<file path="config.mk">
export PLATFORM = sky130hd
export DESIGN_NAME = qtrim_regs
export DESIGN_NICKNAME = d
export VERILOG_FILES = /design/src/inc/qtrim_pkg.sv /design/src/qtrim_reg16.sv /design/src/qtrim_regs.sv
export SDC_FILE = /design/constraint.sdc
export NUM_CORES = 1
export LEC_CHECK = 0
export BUFFER_PORTS_ARGS = -buffer_cell sky130_fd_sc_hd__buf_4
export CORE_MARGIN = 2
export CORE_UTILIZATION = 55
export DETAILED_ROUTE_END_ITERATION = 10
export HOLD_SLACK_MARGIN = 0.06
export PLACE_DENSITY = 0.83
export SYNTH_ARGS = -nofsm -noshare
export SYNTH_HDL_FRONTEND = slang
export SYNTH_SLANG_ARGS = --single-unit
</file>
<file path="constraint.sdc">
create_clock -name sys_clk -period 4.5 [get_ports sys_clk]
set_clock_uncertainty 0.15 [all_clocks]
set_input_delay 0.675 -clock sys_clk [delete_from_list [all_inputs] [get_ports sys_clk]]
set_output_delay 0.675 -clock sys_clk [all_outputs]
set_load 0.05 [all_outputs]
</file>
<file path="src/inc/qtrim_pkg.sv">
// Package for the Q channel offset and range trim register bank.
// Assumes a 16-bit register port with 4-bit register indices.
package qtrim_pkg;
	localparam int QTRIM_AW = 4;
	localparam int QTRIM_DW = 16;
	localparam logic [3:0] QTRIM_OFS_ADDR = 4'ha;
	localparam logic [3:0] QTRIM_FSR_ADDR = 4'hb;
	localparam logic [15:0] QTRIM_OFS_RESET = 16'h0000;
	localparam logic [15:0] QTRIM_FSR_RESET = 16'h4000;
	localparam int QTRIM_OFS_SIGN_POS = 12;
	localparam int QTRIM_OFS_MAG_W = 12;
	localparam int QTRIM_FSR_MAG_W = 15;
	localparam int QTRIM_FSR_MONO_W = 9;
	localparam logic [15:0] QTRIM_UNMAPPED_DATA = 16'h0000;
	// Offset full scale in uV: 45 mV over 4095 codes, about 11 uV a step
	localparam int QTRIM_OFS_FULL_UV = 45000;
	localparam int QTRIM_FSR_LOW_MV = 600;
	localparam int QTRIM_FSR_HIGH_MV = 980;
	localparam int QTRIM_FSR_NOM_MV = 790;
endpackage

</file>
<file path="src/qtrim_reg16.sv">
// One 16-bit trim register with its own reset value.
// Assumes an active-low reset copy from the top module, applied asynchronously and released in step with clk.
`timescale 1ns/1ps
`default_nettype none
module qtrim_reg16 #(
	parameter logic [15:0] RESET_VALUE = 16'h0000
) (
	input wire logic clk, // system clock
	input wire logic rst_n, // released reset copy
	input wire logic wr_en, // load strobe
	input wire logic [15:0] wr_data, // value to load
	output logic [15:0] q // stored value
);
	logic [15:0] q_next;

	always_comb begin
		q_next = wr_en ? wr_data : q;
	end

	always_ff @(posedge clk or negedge rst_n) begin
		if (!rst_n) begin
			q <= RESET_VALUE;
		end else begin
			q <= q_next;
		end
	end
endmodule
`default_nettype wire

</file>
<file path="src/qtrim_regs.sv">
// Q channel offset and full-scale range trim register bank.
// Assumes a plain register port driven synchronously to sys_clk; read data one cycle later.
//
// The implementer's own choice: the strobed register port.
`timescale 1ns/1ps
`default_nettype none
module qtrim_regs
	import qtrim_pkg::*;
(
	input wire logic sys_clk, // 40 MHz clock
	input wire logic nrst, // async active-low reset
	input wire logic [3:0] reg_addr, // register index
	input wire logic [15:0] reg_wdata, // write data
	input wire logic reg_wr, // write strobe
	input wire logic reg_rd, // read strobe
	input wire logic extended_control_mode, // high when extended ranges are allowed
	output logic [15:0] reg_rdata, // read data, cycle after strobe
	output logic offset_sign_bit, // 1 = negative offset
	output logic [11:0] offset_magnitude_code, // offset magnitude
	output logic [14:0] range_magnitude_code, // range magnitude to analog trim
	output logic [8:0] range_coarse_code // monotonic upper range bits
);
	logic rst_meta_reg;
	logic rst_sync_reg;
	logic [15:0] ofs_q;
	logic [15:0] fsr_q;
	logic [15:0] rdata_next;
	logic [14:0] range_next;
	logic [15:0] reg_rdata_r;
	logic sign_next;
	logic [11:0] mag_next;
	logic [8:0] coarse_next;

	// Address decode is shared by the write enables and some of the checks; the read mux decodes the address in its own case
	function automatic logic hit_ofs(input logic [3:0] a);
		return a == QTRIM_OFS_ADDR;
	endfunction

	function automatic logic hit_fsr(input logic [3:0] a);
		return a == QTRIM_FSR_ADDR;
	endfunction

	// Without extended mode the range is capped at nominal, code 16384;
	// the register itself keeps the full written code
	function automatic logic [14:0] clamp_range(input logic [14:0] code, input logic ext);
		return (!ext && code > QTRIM_FSR_RESET[14:0]) ? QTRIM_FSR_RESET[14:0] : code;
	endfunction

	always_ff @(posedge sys_clk or negedge nrst) begin
		if (!nrst) begin
			rst_meta_reg <= 1'b0;
			rst_sync_reg <= 1'b0;
		end else begin
			rst_meta_reg <= 1'b1;
			rst_sync_reg <= rst_meta_reg;
		end
	end

	// Stored verbatim so reserved bits read back as written
	qtrim_reg16 #(.RESET_VALUE(QTRIM_OFS_RESET)) u_ofs (
		.clk(sys_clk),
		.rst_n(rst_sync_reg),
		.wr_en(reg_wr && hit_ofs(reg_addr)),
		.wr_data(reg_wdata),
		.q(ofs_q)
	);

	qtrim_reg16 #(.RESET_VALUE(QTRIM_FSR_RESET)) u_fsr (
		.clk(sys_clk),
		.rst_n(rst_sync_reg),
		.wr_en(reg_wr && hit_fsr(reg_addr)),
		.wr_data(reg_wdata),
		.q(fsr_q)
	);

	always_comb begin
		rdata_next = QTRIM_UNMAPPED_DATA;
		if (reg_rd) begin
			unique case (reg_addr)
				QTRIM_OFS_ADDR: rdata_next = ofs_q;
				QTRIM_FSR_ADDR: rdata_next = fsr_q;
				default: rdata_next = QTRIM_UNMAPPED_DATA;
			endcase
		end
		range_next = clamp_range(fsr_q[QTRIM_FSR_MAG_W-1:0], extended_control_mode);
		sign_next = ofs_q[QTRIM_OFS_SIGN_POS];
		mag_next = ofs_q[QTRIM_OFS_MAG_W-1:0];
		// Only these bits promise a monotonic step
		coarse_next = range_next[14 -: QTRIM_FSR_MONO_W];
	end

	always_ff @(posedge sys_clk or negedge rst_sync_reg) begin
		if (!rst_sync_reg) begin
			reg_rdata_r <= QTRIM_UNMAPPED_DATA;
			offset_sign_bit <= QTRIM_OFS_RESET[12];
			offset_magnitude_code <= QTRIM_OFS_RESET[11:0];
			range_magnitude_code <= QTRIM_FSR_RESET[14:0];
			range_coarse_code <= QTRIM_FSR_RESET[14:6];
		end else begin
			reg_rdata_r <= rdata_next;
			offset_sign_bit <= sign_next;
			offset_magnitude_code <= mag_next;
			range_magnitude_code <= range_next;
			range_coarse_code <= coarse_next;
		end
	end

	assign reg_rdata = reg_rdata_r;
endmodule
`default_nettype wire
</file>
Word level (Yosys, flattened, before mapping)
Index checks and enable logic that the tools add are counted.
{"block": "totals", "reg_bits": 87, "latch_bits": 0, "mem_bits_rw": 0, "rom_bits": 0, "in_bits": 25, "elab_cells": 19, "memories": 0}
{"block": "op_classes", "addsub": 0, "n_mul": 0, "div": 0, "n_lt_le_gt_ge": 1, "eq_ne": 2, "shifts": 0, "n_mux": 3, "bitwise_logic": 0, "n_reduce_logical": 4}
{"op": "case mux 16 bit (2 select lines)", "count": 1}
{"op": "two-way mux 16 bit", "count": 1}
{"op": "> comparator 15 bit, second input constant", "count": 1}
{"op": "two-way mux 15 bit", "count": 1}
{"op": "equality test 4 bit, second input constant", "count": 2}
{"op": "logical AND 1 bit", "count": 3}
{"op": "zero test 1 bit", "count": 1}

Longest topological paths before layout
Gate-level depths: netlist of the first run.
{"block": "logic_depth", "depth_word": 3, "ltp_mapped": 5, "mapped_depth_nobuf": 3}

Modules after synthesis
From an unflattened synthesis of the first run, not the netlist that was laid out.
{"block": "hier_totals", "cells_unflattened": 181, "area_unflattened_um2": 2932.8}
{"mod": "qtrim_regs", "n_inst": 1, "cells_per_inst": 113, "area_per_inst_um2": 1632.8, "seq_area_each_um2": 1152.4}
{"mod": "qtrim_reg16 at u_fsr", "n_inst": 1, "cells_per_inst": 34, "area_per_inst_um2": 650.6, "seq_area_each_um2": 401.6}
{"mod": "qtrim_reg16 at u_ofs", "n_inst": 1, "cells_per_inst": 34, "area_per_inst_um2": 649.4, "seq_area_each_um2": 400.4}

Worst setup path after synthesis of the first run
OpenSTA, ideal clock, no wires.
{"block": "synth_timing", "path_kind": "in2reg", "startpoint": "in reg_addr[2]", "endpoint": "reg u_ofs.q[10]", "setup_time_ns": 0.125, "arrival_ns": 1.674, "t_required_ns": 4.225, "path_slack_ns": 2.551, "cell_stages": 4, "n_path_buf": 1, "path_cell_list": "nand3b_4 -> nor3b_4 -> buf_6 -> mux2_2"}
{"block": "synth_via", "elab_chain_cells": 2}
{"item": "start, declared", "line": "qtrim_regs.sv:12", "rtl": "input wire logic [3:0] reg_addr,"}
{"item": "equality test 4 bit", "line": "qtrim_regs.sv:36", "rtl": "return a == QTRIM_OFS_ADDR;"}
{"item": "logical AND 1 bit", "line": "qtrim_regs.sv:63", "rtl": ".wr_en(reg_wr && hit_ofs(reg_addr)),"}
{"item": "end signal, assigned", "line": "qtrim_reg16.sv:24", "rtl": "q <= q_next;"}
{"item": "end, declared", "line": "qtrim_reg16.sv:12", "rtl": "output logic [15:0] q"}
No other way between the ends.
A chain may end at the register's enable or synchronous reset.

Worst setup path in the final report of the first run
{"block": "layout_timing", "startpoint": "in reg_addr[2]", "endpoint": "reg u_ofs.q[13]"}
Same word-level chain as after synthesis.

==> summary.txt, run 1 <==
Die Height -> 75.64 um
TritonRoute pass-1 iters -> 4
global-route wire length before repair -> 7762 um
Post-synth top flop -> dfrtp_1
Final Hold Vio Count -> 0
Root Driver -> clkbuf_8
EDFF count, synth -> 0
CTS HTree Levels -> 3
fin util -> 72.06%
TritonCTS clock tree -> yes
setup TNS -> 0 ps
Arr. time, crit path -> 2110 ps
# IOs -> 78
area share of the largest cell type after synthesis -> 67.38%
dominant cell type by area after synthesis -> dfrtp_1
Peak VDD IR -> 336.8 uV
Skew-Pair Late Insertion Delay -> 340 ps
Power Dens Cells -> 583.3 nW/um2
post-CTS sizing -> 0
Final period util -> 45.15%
1st-iter DRT viols -> 95
syn_area_per_cell -> 15.51 um2
die width -> 75.64 um
Inserted Clock Buffers -> 9
GP Congestion -> 0.7287
# setup viols final -> 0
Slew @ Worst Pin -> 918.9 ps
total power -> 2.119 mW
fin crit period -> 2032 ps
Hold Startpoint -> rst_meta_reg$_DFF_PN0_
fill count -> 354
final wirelength -> 5019 um
hold endpoint -> rst_sync_reg$_DFF_PN0_
worst hold path depth -> 0
CTS Buffer Depth -> 2
setup ws final -> 2468 ps
Netlist cell types -> 19
ranking of synthesized cells by area -> dfrtp_1 (67%), mux2_2 (13%), a22oi_1 (4.3%), nor2b_1 (3.5%), and2_1 (3.1%)
Area Overhead vs Synth -> 28.72%
number of remaining DRC errors -> 0
Leak -> 1.737 nW
Sequential Area -> 1958 um2
share of cells above drive strength 1 -> 50.78%
synthesized cell area -> 2823 um2
Initial Utilization -> 55.98%
Seq cells post-synth -> 78
Final #Nets -> 278
largest net degree at the start of global routing -> 77
syn_nets -> 207
Relative slew margins -> 38.74%
Avg Vias per Cell -> 5.034
wire per inst -> 15.30 um
Mapped Cells -> 182
crit end category -> flop
Rows -> 26
Final Max Tran Viols -> 0
grt total ovfl -> 0
antenna cells -> 0
Worst-path clk slew -> 70 ps
Worst R2R Start -> u_fsr.q[14]$_DFFE_PN1P_
multi-input logic area -> 750.7 um2
register-to-register setup slack -> 3060 ps
startpoint types -> input port
CTS sink cnt -> 78
vias in the first global route -> 1,555
Post-DRT Antenna Nets -> 0
Core ar. -> 5042 um2
initial antenna violation count -> 0
ys async rst share -> 100.0%
sequential area share after synthesis -> 69.24%
DP Worst Slack -> 2100 ps
FF-to-FF End -> range_coarse_code[1]$_DFF_PN0_
GRT Total Usage -> 19.61%
area of the die -> 5721 um2
Worst Reg2Reg Path Length in Cells -> 2
Ys Warns -> 0
detailed placement HPWL -> 3165 um
CP Max Fanout -> 16
Hold WC Path Type -> reg2reg
DR vias -> 1,651
f_max -> 492.2 MHz
RSZ-0062 raised after global routing -> no
MaxCap Viol Count -> 0
WP data required -> 4580 ps
Port Buf Inserts -> 77
Crit Path Category -> in2reg
outcome -> completed
worst max-delay path, cell delays in order:
cell      delay (ps)
buf_4            110
nand3b_4         160
nor3b_4          740
mux2_2           410
how the worst max path moves through the flow:
| stage | from | to | slack (ps) | cells after the start |
|---|---|---|---|---|
| 2_1_floorplan | rst_sync_reg$_DFF_PN0_ | offset_magnitude_code[0]$_DFF_PN0_ | 2020 | 0 |
| 3_3_place_gp | reg_addr[2] | u_ofs.q[10]$_DFFE_PN0P_ | 2140 | 4 |
| 3_5_place_dp | reg_addr[2] | u_ofs.q[10]$_DFFE_PN0P_ | 2100 | 4 |
| 4_1_cts | reg_addr[2] | u_ofs.q[10]$_DFFE_PN0P_ | 2470 | 4 |
| 5_1_grt | reg_addr[2] | u_ofs.q[8]$_DFFE_PN0P_ | 2420 | 4 |
| 6_report | reg_addr[2] | u_ofs.q[13]$_DFFE_PN0P_ | 2470 | 4 |
cell families after synthesis:
kind of cell / count (synthesis) / synth area share [%]
other: 1 / 0.1329
multiplexers: 32 / 12.77
AO/OA/AOI/OAI: 16 / 4.255
buffers and inverters: 18 / 4.167
flip-flops: 78 / 69.24
AND/OR/NAND/NOR: 37 / 9.442
routing by layer:
metal	up-vias	track usage, %	part of all wire [%]
met5	-	0	0
met3	9	6.349	5.4
li1	752	-	-
met2	51	30.43	51
met4	0	10.33	2.1
met1	839	24.71	42
synth_stat cells, types with 2 or more instances:
master / count
clkbuf_2: 2
and2_1: 14
buf_4: 10
nor2b_1: 16
a22oi_1: 16
dfrtp_1: 76
buf_2: 2
mux2_2: 32
dfstp_2: 2
clkbuf_1: 3
power breakdown:
part	switching [mW]	internal, mW	leakage [nW]
Sequential	0.0840	0.835	0.982
Clock	0.235	0.400	0.124
Combinational	0.376	0.191	0.631
final cells by class:
class	instances	share of cell area, %
sequential	78	53.89
multi-input combinational	86	20.66
clock buffer	13	4.373
tap	70	2.410
timing repair buffer	78	16.18
clock inverter	3	2.479
what timing repair did:
action                     CTS  global route
hold buffers                 1             0
setup endpoints to repair    0             0
buffers inserted             0             0
hold endpoints to repair     2             0
placed cells by master, fill, tap and decap left out, drive strengths merged:
cell and n:
nor2 1, and2 14, and4b 1, conb 1, buf 77, bufinv 3, dlygate4sd3 1, and4bb 1
clkbuf 13, nand2 1, nor3b 1, dfrtp 76, nor2b 16, nand3b 1, mux2 32, nand2b 1
a22oi 16, dfstp 2
per-stage QoR:
step | instance area (um2) | hold WS (ps) | instances
detailed placement | 3374 | 195.7 | 311
global route | 3633 | 216.0 | 328
floorplan | 2823 | 181.2 | 182
global placement | 3374 | 186.3 | 311
CTS | 3633 | 212.8 | 328
finish | 3633 | 204.2 | 328
(Power assumes the default switching activity.)
==> inputs of run 2 (changes only) <==
--- a/config.mk
+++ b/config.mk
@@ -7,10 +7,10 @@
 export LEC_CHECK = 0
 export BUFFER_PORTS_ARGS = -buffer_cell sky130_fd_sc_hd__buf_4
 export CORE_MARGIN = 2
-export CORE_UTILIZATION = 55
+export CORE_UTILIZATION = 51
 export DETAILED_ROUTE_END_ITERATION = 10
 export HOLD_SLACK_MARGIN = 0.06
-export PLACE_DENSITY = 0.83
+export PLACE_DENSITY = 0.78
 export SYNTH_ARGS = -nofsm -noshare
 export SYNTH_HDL_FRONTEND = slang
 export SYNTH_SLANG_ARGS = --single-unit
==> constraint.sdc (replaced) <==
create_clock -name sys_clk -period 1.9 [get_ports sys_clk]
set_clock_uncertainty 0.15 [all_clocks]
set_input_delay 0.285 -clock sys_clk [delete_from_list [all_inputs] [get_ports sys_clk]]
set_output_delay 0.285 -clock sys_clk [all_outputs]
set_load 0.05 [all_outputs]
==> run 2 against run 1 <==
  * Sequential share of layout area fell by 2.3 points
  * Non-clock buffer count rose by 20
  * Wire length is 7.0% higher
  * First-iteration DRC count fell by 11%
  * Worst hold slack got worse by 92 ps
  * Design area up 4.5%
  * Highest routed layer unchanged
==> summary.txt, run 2 (synthesis results as in run 1) <==
placed cell count -> 317
Avg Vias per Cell -> 4.934
antenna cells -> 0
most common cell after layout, fill and taps aside -> buf_4
Inserted Clock Buffers -> 9
Max stage delay on crit path -> 530 ps
outcome -> completed
fin cells -> 349
largest net degree at the start of global routing -> 47
Core ar. -> 5439 um2
Arr. time, crit path -> 1050 ps
global-route wire length before repair -> 8763 um
cell family with most CP delay -> flip-flops
initial antenna violation count -> 0
CP max stage cell -> dfstp_2
GRT Total Usage -> 19.48%
setup TNS -> 0 ps
fin crit period -> 1486 ps
RSZ-0062 raised after global routing -> no
Post-DRT Antenna Nets -> 0
TritonCTS clock tree -> yes
crit end category -> output pin
Slew @ Worst Pin -> 569.2 ps
Relative slew margins -> 62.05%
TritonRoute pass-1 iters -> 4
share of cells above drive strength 1 -> 49.10%
CTS sink cnt -> 78
final wirelength -> 5370 um
1st-iter DRT viols -> 85
die width -> 78.40 um
post-route cell area -> 3797 um2
CTS Buffer Depth -> 2
Skew-Pair Late Insertion Delay -> 340 ps
hold buffers post-CTS -> 17
CTS HTree Levels -> 3
Worst-path clk slew -> 70 ps
Hold WC Path Type -> in2async
Root Driver -> clkbuf_8
GP Congestion -> 0.7481
grt total ovfl -> 0
DR vias -> 1,722
Crit Path Category -> reg2out
Rows -> 27
Final #Nets -> 298
startpoint types -> flop
Final Max Tran Viols -> 0
detailed placement HPWL -> 3328 um
MaxCap Viol Count -> 0
total power -> 4.798 mW
crit path cell chain -> buf_4
number of remaining DRC errors -> 0
vias in the first global route -> 1,726
Die Height -> 78.40 um
post-CTS sizing -> 0
Port Buf Inserts -> 77
Leak -> 1.810 nW
Peak VDD IR -> 671.0 uV
f_max -> 673.1 MHz
commonest non-fill, non-tap cells in the layout -> buf_4 (80), dfrtp_1 (75), mux2_2 (32)
WP data required -> 1460 ps
dpl cell area -> 3420 um2
Power Dens Cells -> 1263 nW/um2
wire per inst -> 15.39 um
Final Hold Vio Count -> 0
# setup viols final -> 0
WP buf/inv -> 1
area of the die -> 6146 um2
Area Overhead vs Synth -> 34.53%
CP Max Fanout -> 2
Initial Utilization -> 51.90%
# IOs -> 78
Final period util -> 78.19%
Setup Buffers After CTS -> 0
run 2: changes by cell type in the layout (fill, tap and decap cells not counted):
cell	before	now
clkinv_2	0	1
clkbuf_8	11	12
clkbuf_1	2	0
buf_12	0	1
bufinv_16	3	1
dlygate4sd3_1	1	17
buf_4	77	80
clkinvlp_4	0	1
run 2: stage by stage:
stage	hold WS (ps)	utilization (%)	setup slack [ps]
detailed placement	-80.44	62.87	271.9
global placement	-82.23	62.87	312.4
global route	121.6	69.82	357.9
finish	112.6	69.82	414.3
floorplan	-160.6	-	340.7
CTS	95.80	69.82	388.4
run 2: area by class of cell:
| class | count | area, um2 |
|---|---|---|
| fillers | 391 | 1642 |
| multi-input cells | 86 | 750.7 |
| clock inverters | 3 | 42.54 |
| flip-flops and latches | 78 | 1958 |
| clock buffers | 12 | 165.2 |
| repair buffers | 98 | 790.8 |
| well taps | 72 | 90.09 |
run 2: worst paths after layout:
| check | from | endpoint | slack (ps) | cells past startpoint |
|---|---|---|---|---|
| setup / recovery | range_coarse_code[8]$_DFF_PN1_ | range_coarse_code[8] | 410 | 1 |
| hold / removal | nrst | rst_sync_reg$_DFF_PN0_ | 110 | 2 |
| setup reg to reg | u_fsr.q[14]$_DFFE_PN1P_ | range_magnitude_code[5]$_DFF_PN0_ | 430 | 2 |
| hold reg to reg | rst_sync_reg$_DFF_PN0_ | offset_magnitude_code[1]$_DFF_PN0_ | 120 | 0 |
| max in group asynchronous | rst_sync_reg$_DFF_PN0_ | range_coarse_code[3]$_DFF_PN0_ | 920 | 1 |
| min in group sys_clk | reg_rd | reg_rdata[9]$_DFF_PN0_ | 150 | 2 |
run 2: where the power goes:
group          internal [mW]  switching [mW]  leakage [nW]
clock network          0.705           0.540         0.104
logic                  0.479           0.915         0.724
registers               1.98           0.182         0.982
run 2: routing by layer:
layer / vias up / routed length, um / track usage, %
met5: - / 0 / 0
met4: 0 / 87 / 8.421
met3: 7 / 240 / 4.943
met2: 57 / 2813 / 32.67
met1: 870 / 2230 / 24.07
li1: 788 / - / -
==> inputs of run 3 (changes only) <==
--- a/config.mk
+++ b/config.mk
@@ -7,10 +7,10 @@
 export LEC_CHECK = 0
 export BUFFER_PORTS_ARGS = -buffer_cell sky130_fd_sc_hd__buf_4
 export CORE_MARGIN = 2
-export CORE_UTILIZATION = 51
+export CORE_UTILIZATION = 46
 export DETAILED_ROUTE_END_ITERATION = 10
 export HOLD_SLACK_MARGIN = 0.06
-export PLACE_DENSITY = 0.78
+export PLACE_DENSITY = 0.74
 export SYNTH_ARGS = -nofsm -noshare
 export SYNTH_HDL_FRONTEND = slang
 export SYNTH_SLANG_ARGS = --single-unit
==> constraint.sdc (replaced) <==
create_clock -name sys_clk -period 1.3 [get_ports sys_clk]
set_clock_uncertainty 0.15 [all_clocks]
set_input_delay 0.195 -clock sys_clk [delete_from_list [all_inputs] [get_ports sys_clk]]
set_output_delay 0.195 -clock sys_clk [all_outputs]
set_load 0.05 [all_outputs]
==> run 3 against run 2 <==
  * The run now ends with setup timing left
  * Worst hold slack improved by 46 ps
  * Flip-flop and latch count unchanged
  * Sequential power increased by 46%
  * Die area increased by 10%
  * Final cell count increased by 3.4%
==> summary.txt, run 3 (synthesis results as in run 1) <==
WP buf/inv -> 1
TritonCTS clock tree -> yes
FF-to-FF End -> range_magnitude_code[1]$_DFF_PN0_
Final #Nets -> 306
detailed placement HPWL -> 3618 um
Peak VDD IR -> 819.4 uV
largest net degree at the start of global routing -> 31
RSZ-0062 raised after global routing -> yes
total power -> 7.072 mW
Initial Utilization -> 47.68%
Skew-Pair Late Insertion Delay -> 340 ps
CTS HTree Levels -> 3
cell family with most CP delay -> flip-flops
TritonRoute pass-1 iters -> 4
Root Driver -> clkbuf_8
DR vias -> 1,762
Post-DRT Antenna Nets -> 0
fin util -> 66.74%
share of cells above drive strength 1 -> 49.65%
register-to-register setup slack -> 60 ps
initial antenna violation count -> 0
grt total ovfl -> 0
Arr. time, crit path -> 1040 ps
Inserted Clock Buffers -> 9
Final period util -> 106.7%
Worst R2R Start -> u_fsr.q[14]$_DFFE_PN1P_
WP data required -> 950 ps
Port Buf Inserts -> 77
number of remaining DRC errors -> 0
antenna cells -> 0
wire per inst -> 15.01 um
MaxCap Viol Count -> 0
global-route wire length before repair -> 8300 um
commonest non-fill, non-tap cells in the layout -> dfrtp_1 (75), buf_4 (73), mux2_2 (32)
Worst Reg2Reg Path Length in Cells -> 3
Core ar. -> 5921 um2
startpoint types -> flop
Final Hold Vio Count -> 0
# setup viols final -> 2
die width -> 82.34 um
cell count along the critical path -> 1
GP Congestion -> 0.7223
CP Max Fanout -> 2
area of the die -> 6779 um2
# IOs -> 78
CTS Buffer Depth -> 2
crit path cell chain -> buf_6
Rows -> 28
Area Overhead vs Synth -> 39.98%
Max stage delay on crit path -> 550 ps
fin crit period -> 1388 ps
Worst-path clk slew -> 80 ps
setup ws final -> -87.64 ps
Die Height -> 82.34 um
GRT Total Usage -> 17.37%
f_max -> 720.6 MHz
vias in the first global route -> 1,745
final wirelength -> 5418 um
outcome -> complete, but fails checks
Avg Vias per Cell -> 4.881
Power Dens Cells -> 1790 nW/um2
most common cell after layout, fill and taps aside -> dfrtp_1
CTS sink cnt -> 78
Crit Path Category -> reg2out
Leak -> 1.873 nW
crit end category -> output pin
CP max stage cell -> dfstp_2
Hold WC Path Type -> reg2async
1st-iter DRT viols -> 82
violated checks -> setup timing
Final Max Tran Viols -> 0
==> run 3: changes by cell type in the layout (fill, tap and decap cells not counted), sizes merged <==
cell	before	now
buf	81	87
clkinv	1	3
dlygate4sd3	17	19
clkinvlp	1	0
==> run 3: where the power goes <==
group          leakage [nW]  switching (mW)  internal, mW
logic                 0.785            1.35         0.769
registers             0.982           0.272          2.89
clock network         0.106           0.806         0.983
total                  1.87            2.43          4.64
==> run 3: how the worst max path moves through the flow <==
| stage | from | end | slack, ps |
|---|---|---|---|
| 5_1_grt | range_coarse_code[8]$_DFF_PN1_ | range_magnitude_code[14] | -120 |
| 2_1_floorplan | reg_addr[2] | u_ofs.q[10]$_DFFE_PN0P_ | -150 |
| 4_1_cts | range_coarse_code[8]$_DFF_PN1_ | range_magnitude_code[14] | -110 |
| 6_report | range_coarse_code[8]$_DFF_PN1_ | range_magnitude_code[14] | -90 |
| 3_3_place_gp | reg_addr[2] | u_ofs.q[5]$_DFFE_PN0P_ | -170 |
| 3_5_place_dp | reg_addr[2] | u_ofs.q[0]$_DFFE_PN0P_ | -220 |
==> run 3: worst register-to-register path, delay by kind of cell, from the launching register on <==
kind / cells / cell delay (ps)
flip-flops: 1 / 560
AND/OR/NAND/NOR: 2 / 250
buffers and inverters: 1 / 170
==> run 3: repair_timing <==
action,CTS,global route
gates resized for setup,4,4
buffers inserted,0,0
endpoints found under the setup margin,4,8
cloned,0,0
endpoints found under the hold margin,50,0
hold buffers,19,0
==> run 3: final cells by class <==
class / count / area, um2
fill: 429 / 1969
multi-input combinational: 86 / 750.7
clock buffer: 12 / 155.1
timing repair buffer: 106 / 948.4
clock inverter: 4 / 45.04
tap: 75 / 93.84
sequential: 78 / 1958
==> run 3: per-layer routing <==
metal	global-route usage (%)	wire, um	up-vias
met2	29.92	2902	57
met5	0	0	-
met4	10.17	114	0
met3	3.370	277	9
li1	-	-	811
met1	20.09	2125	885
==> run 3: metrics by stage <==
stage                     hold slack, ps  instance area, um2  instances  setup TNS [ps]  setup slack (ps)
final                              158.7                3951        361          -174.4            -87.64
after global routing               175.9                3951        361          -236.0            -115.7
after detailed placement          -171.2                3531        326           -5817            -219.6
after floorplan                   -250.6                2826        182           -2485            -150.9
after CTS                          165.2                3936        361          -212.3            -106.2
after global placement            -172.1                3531        326           -4665            -167.8
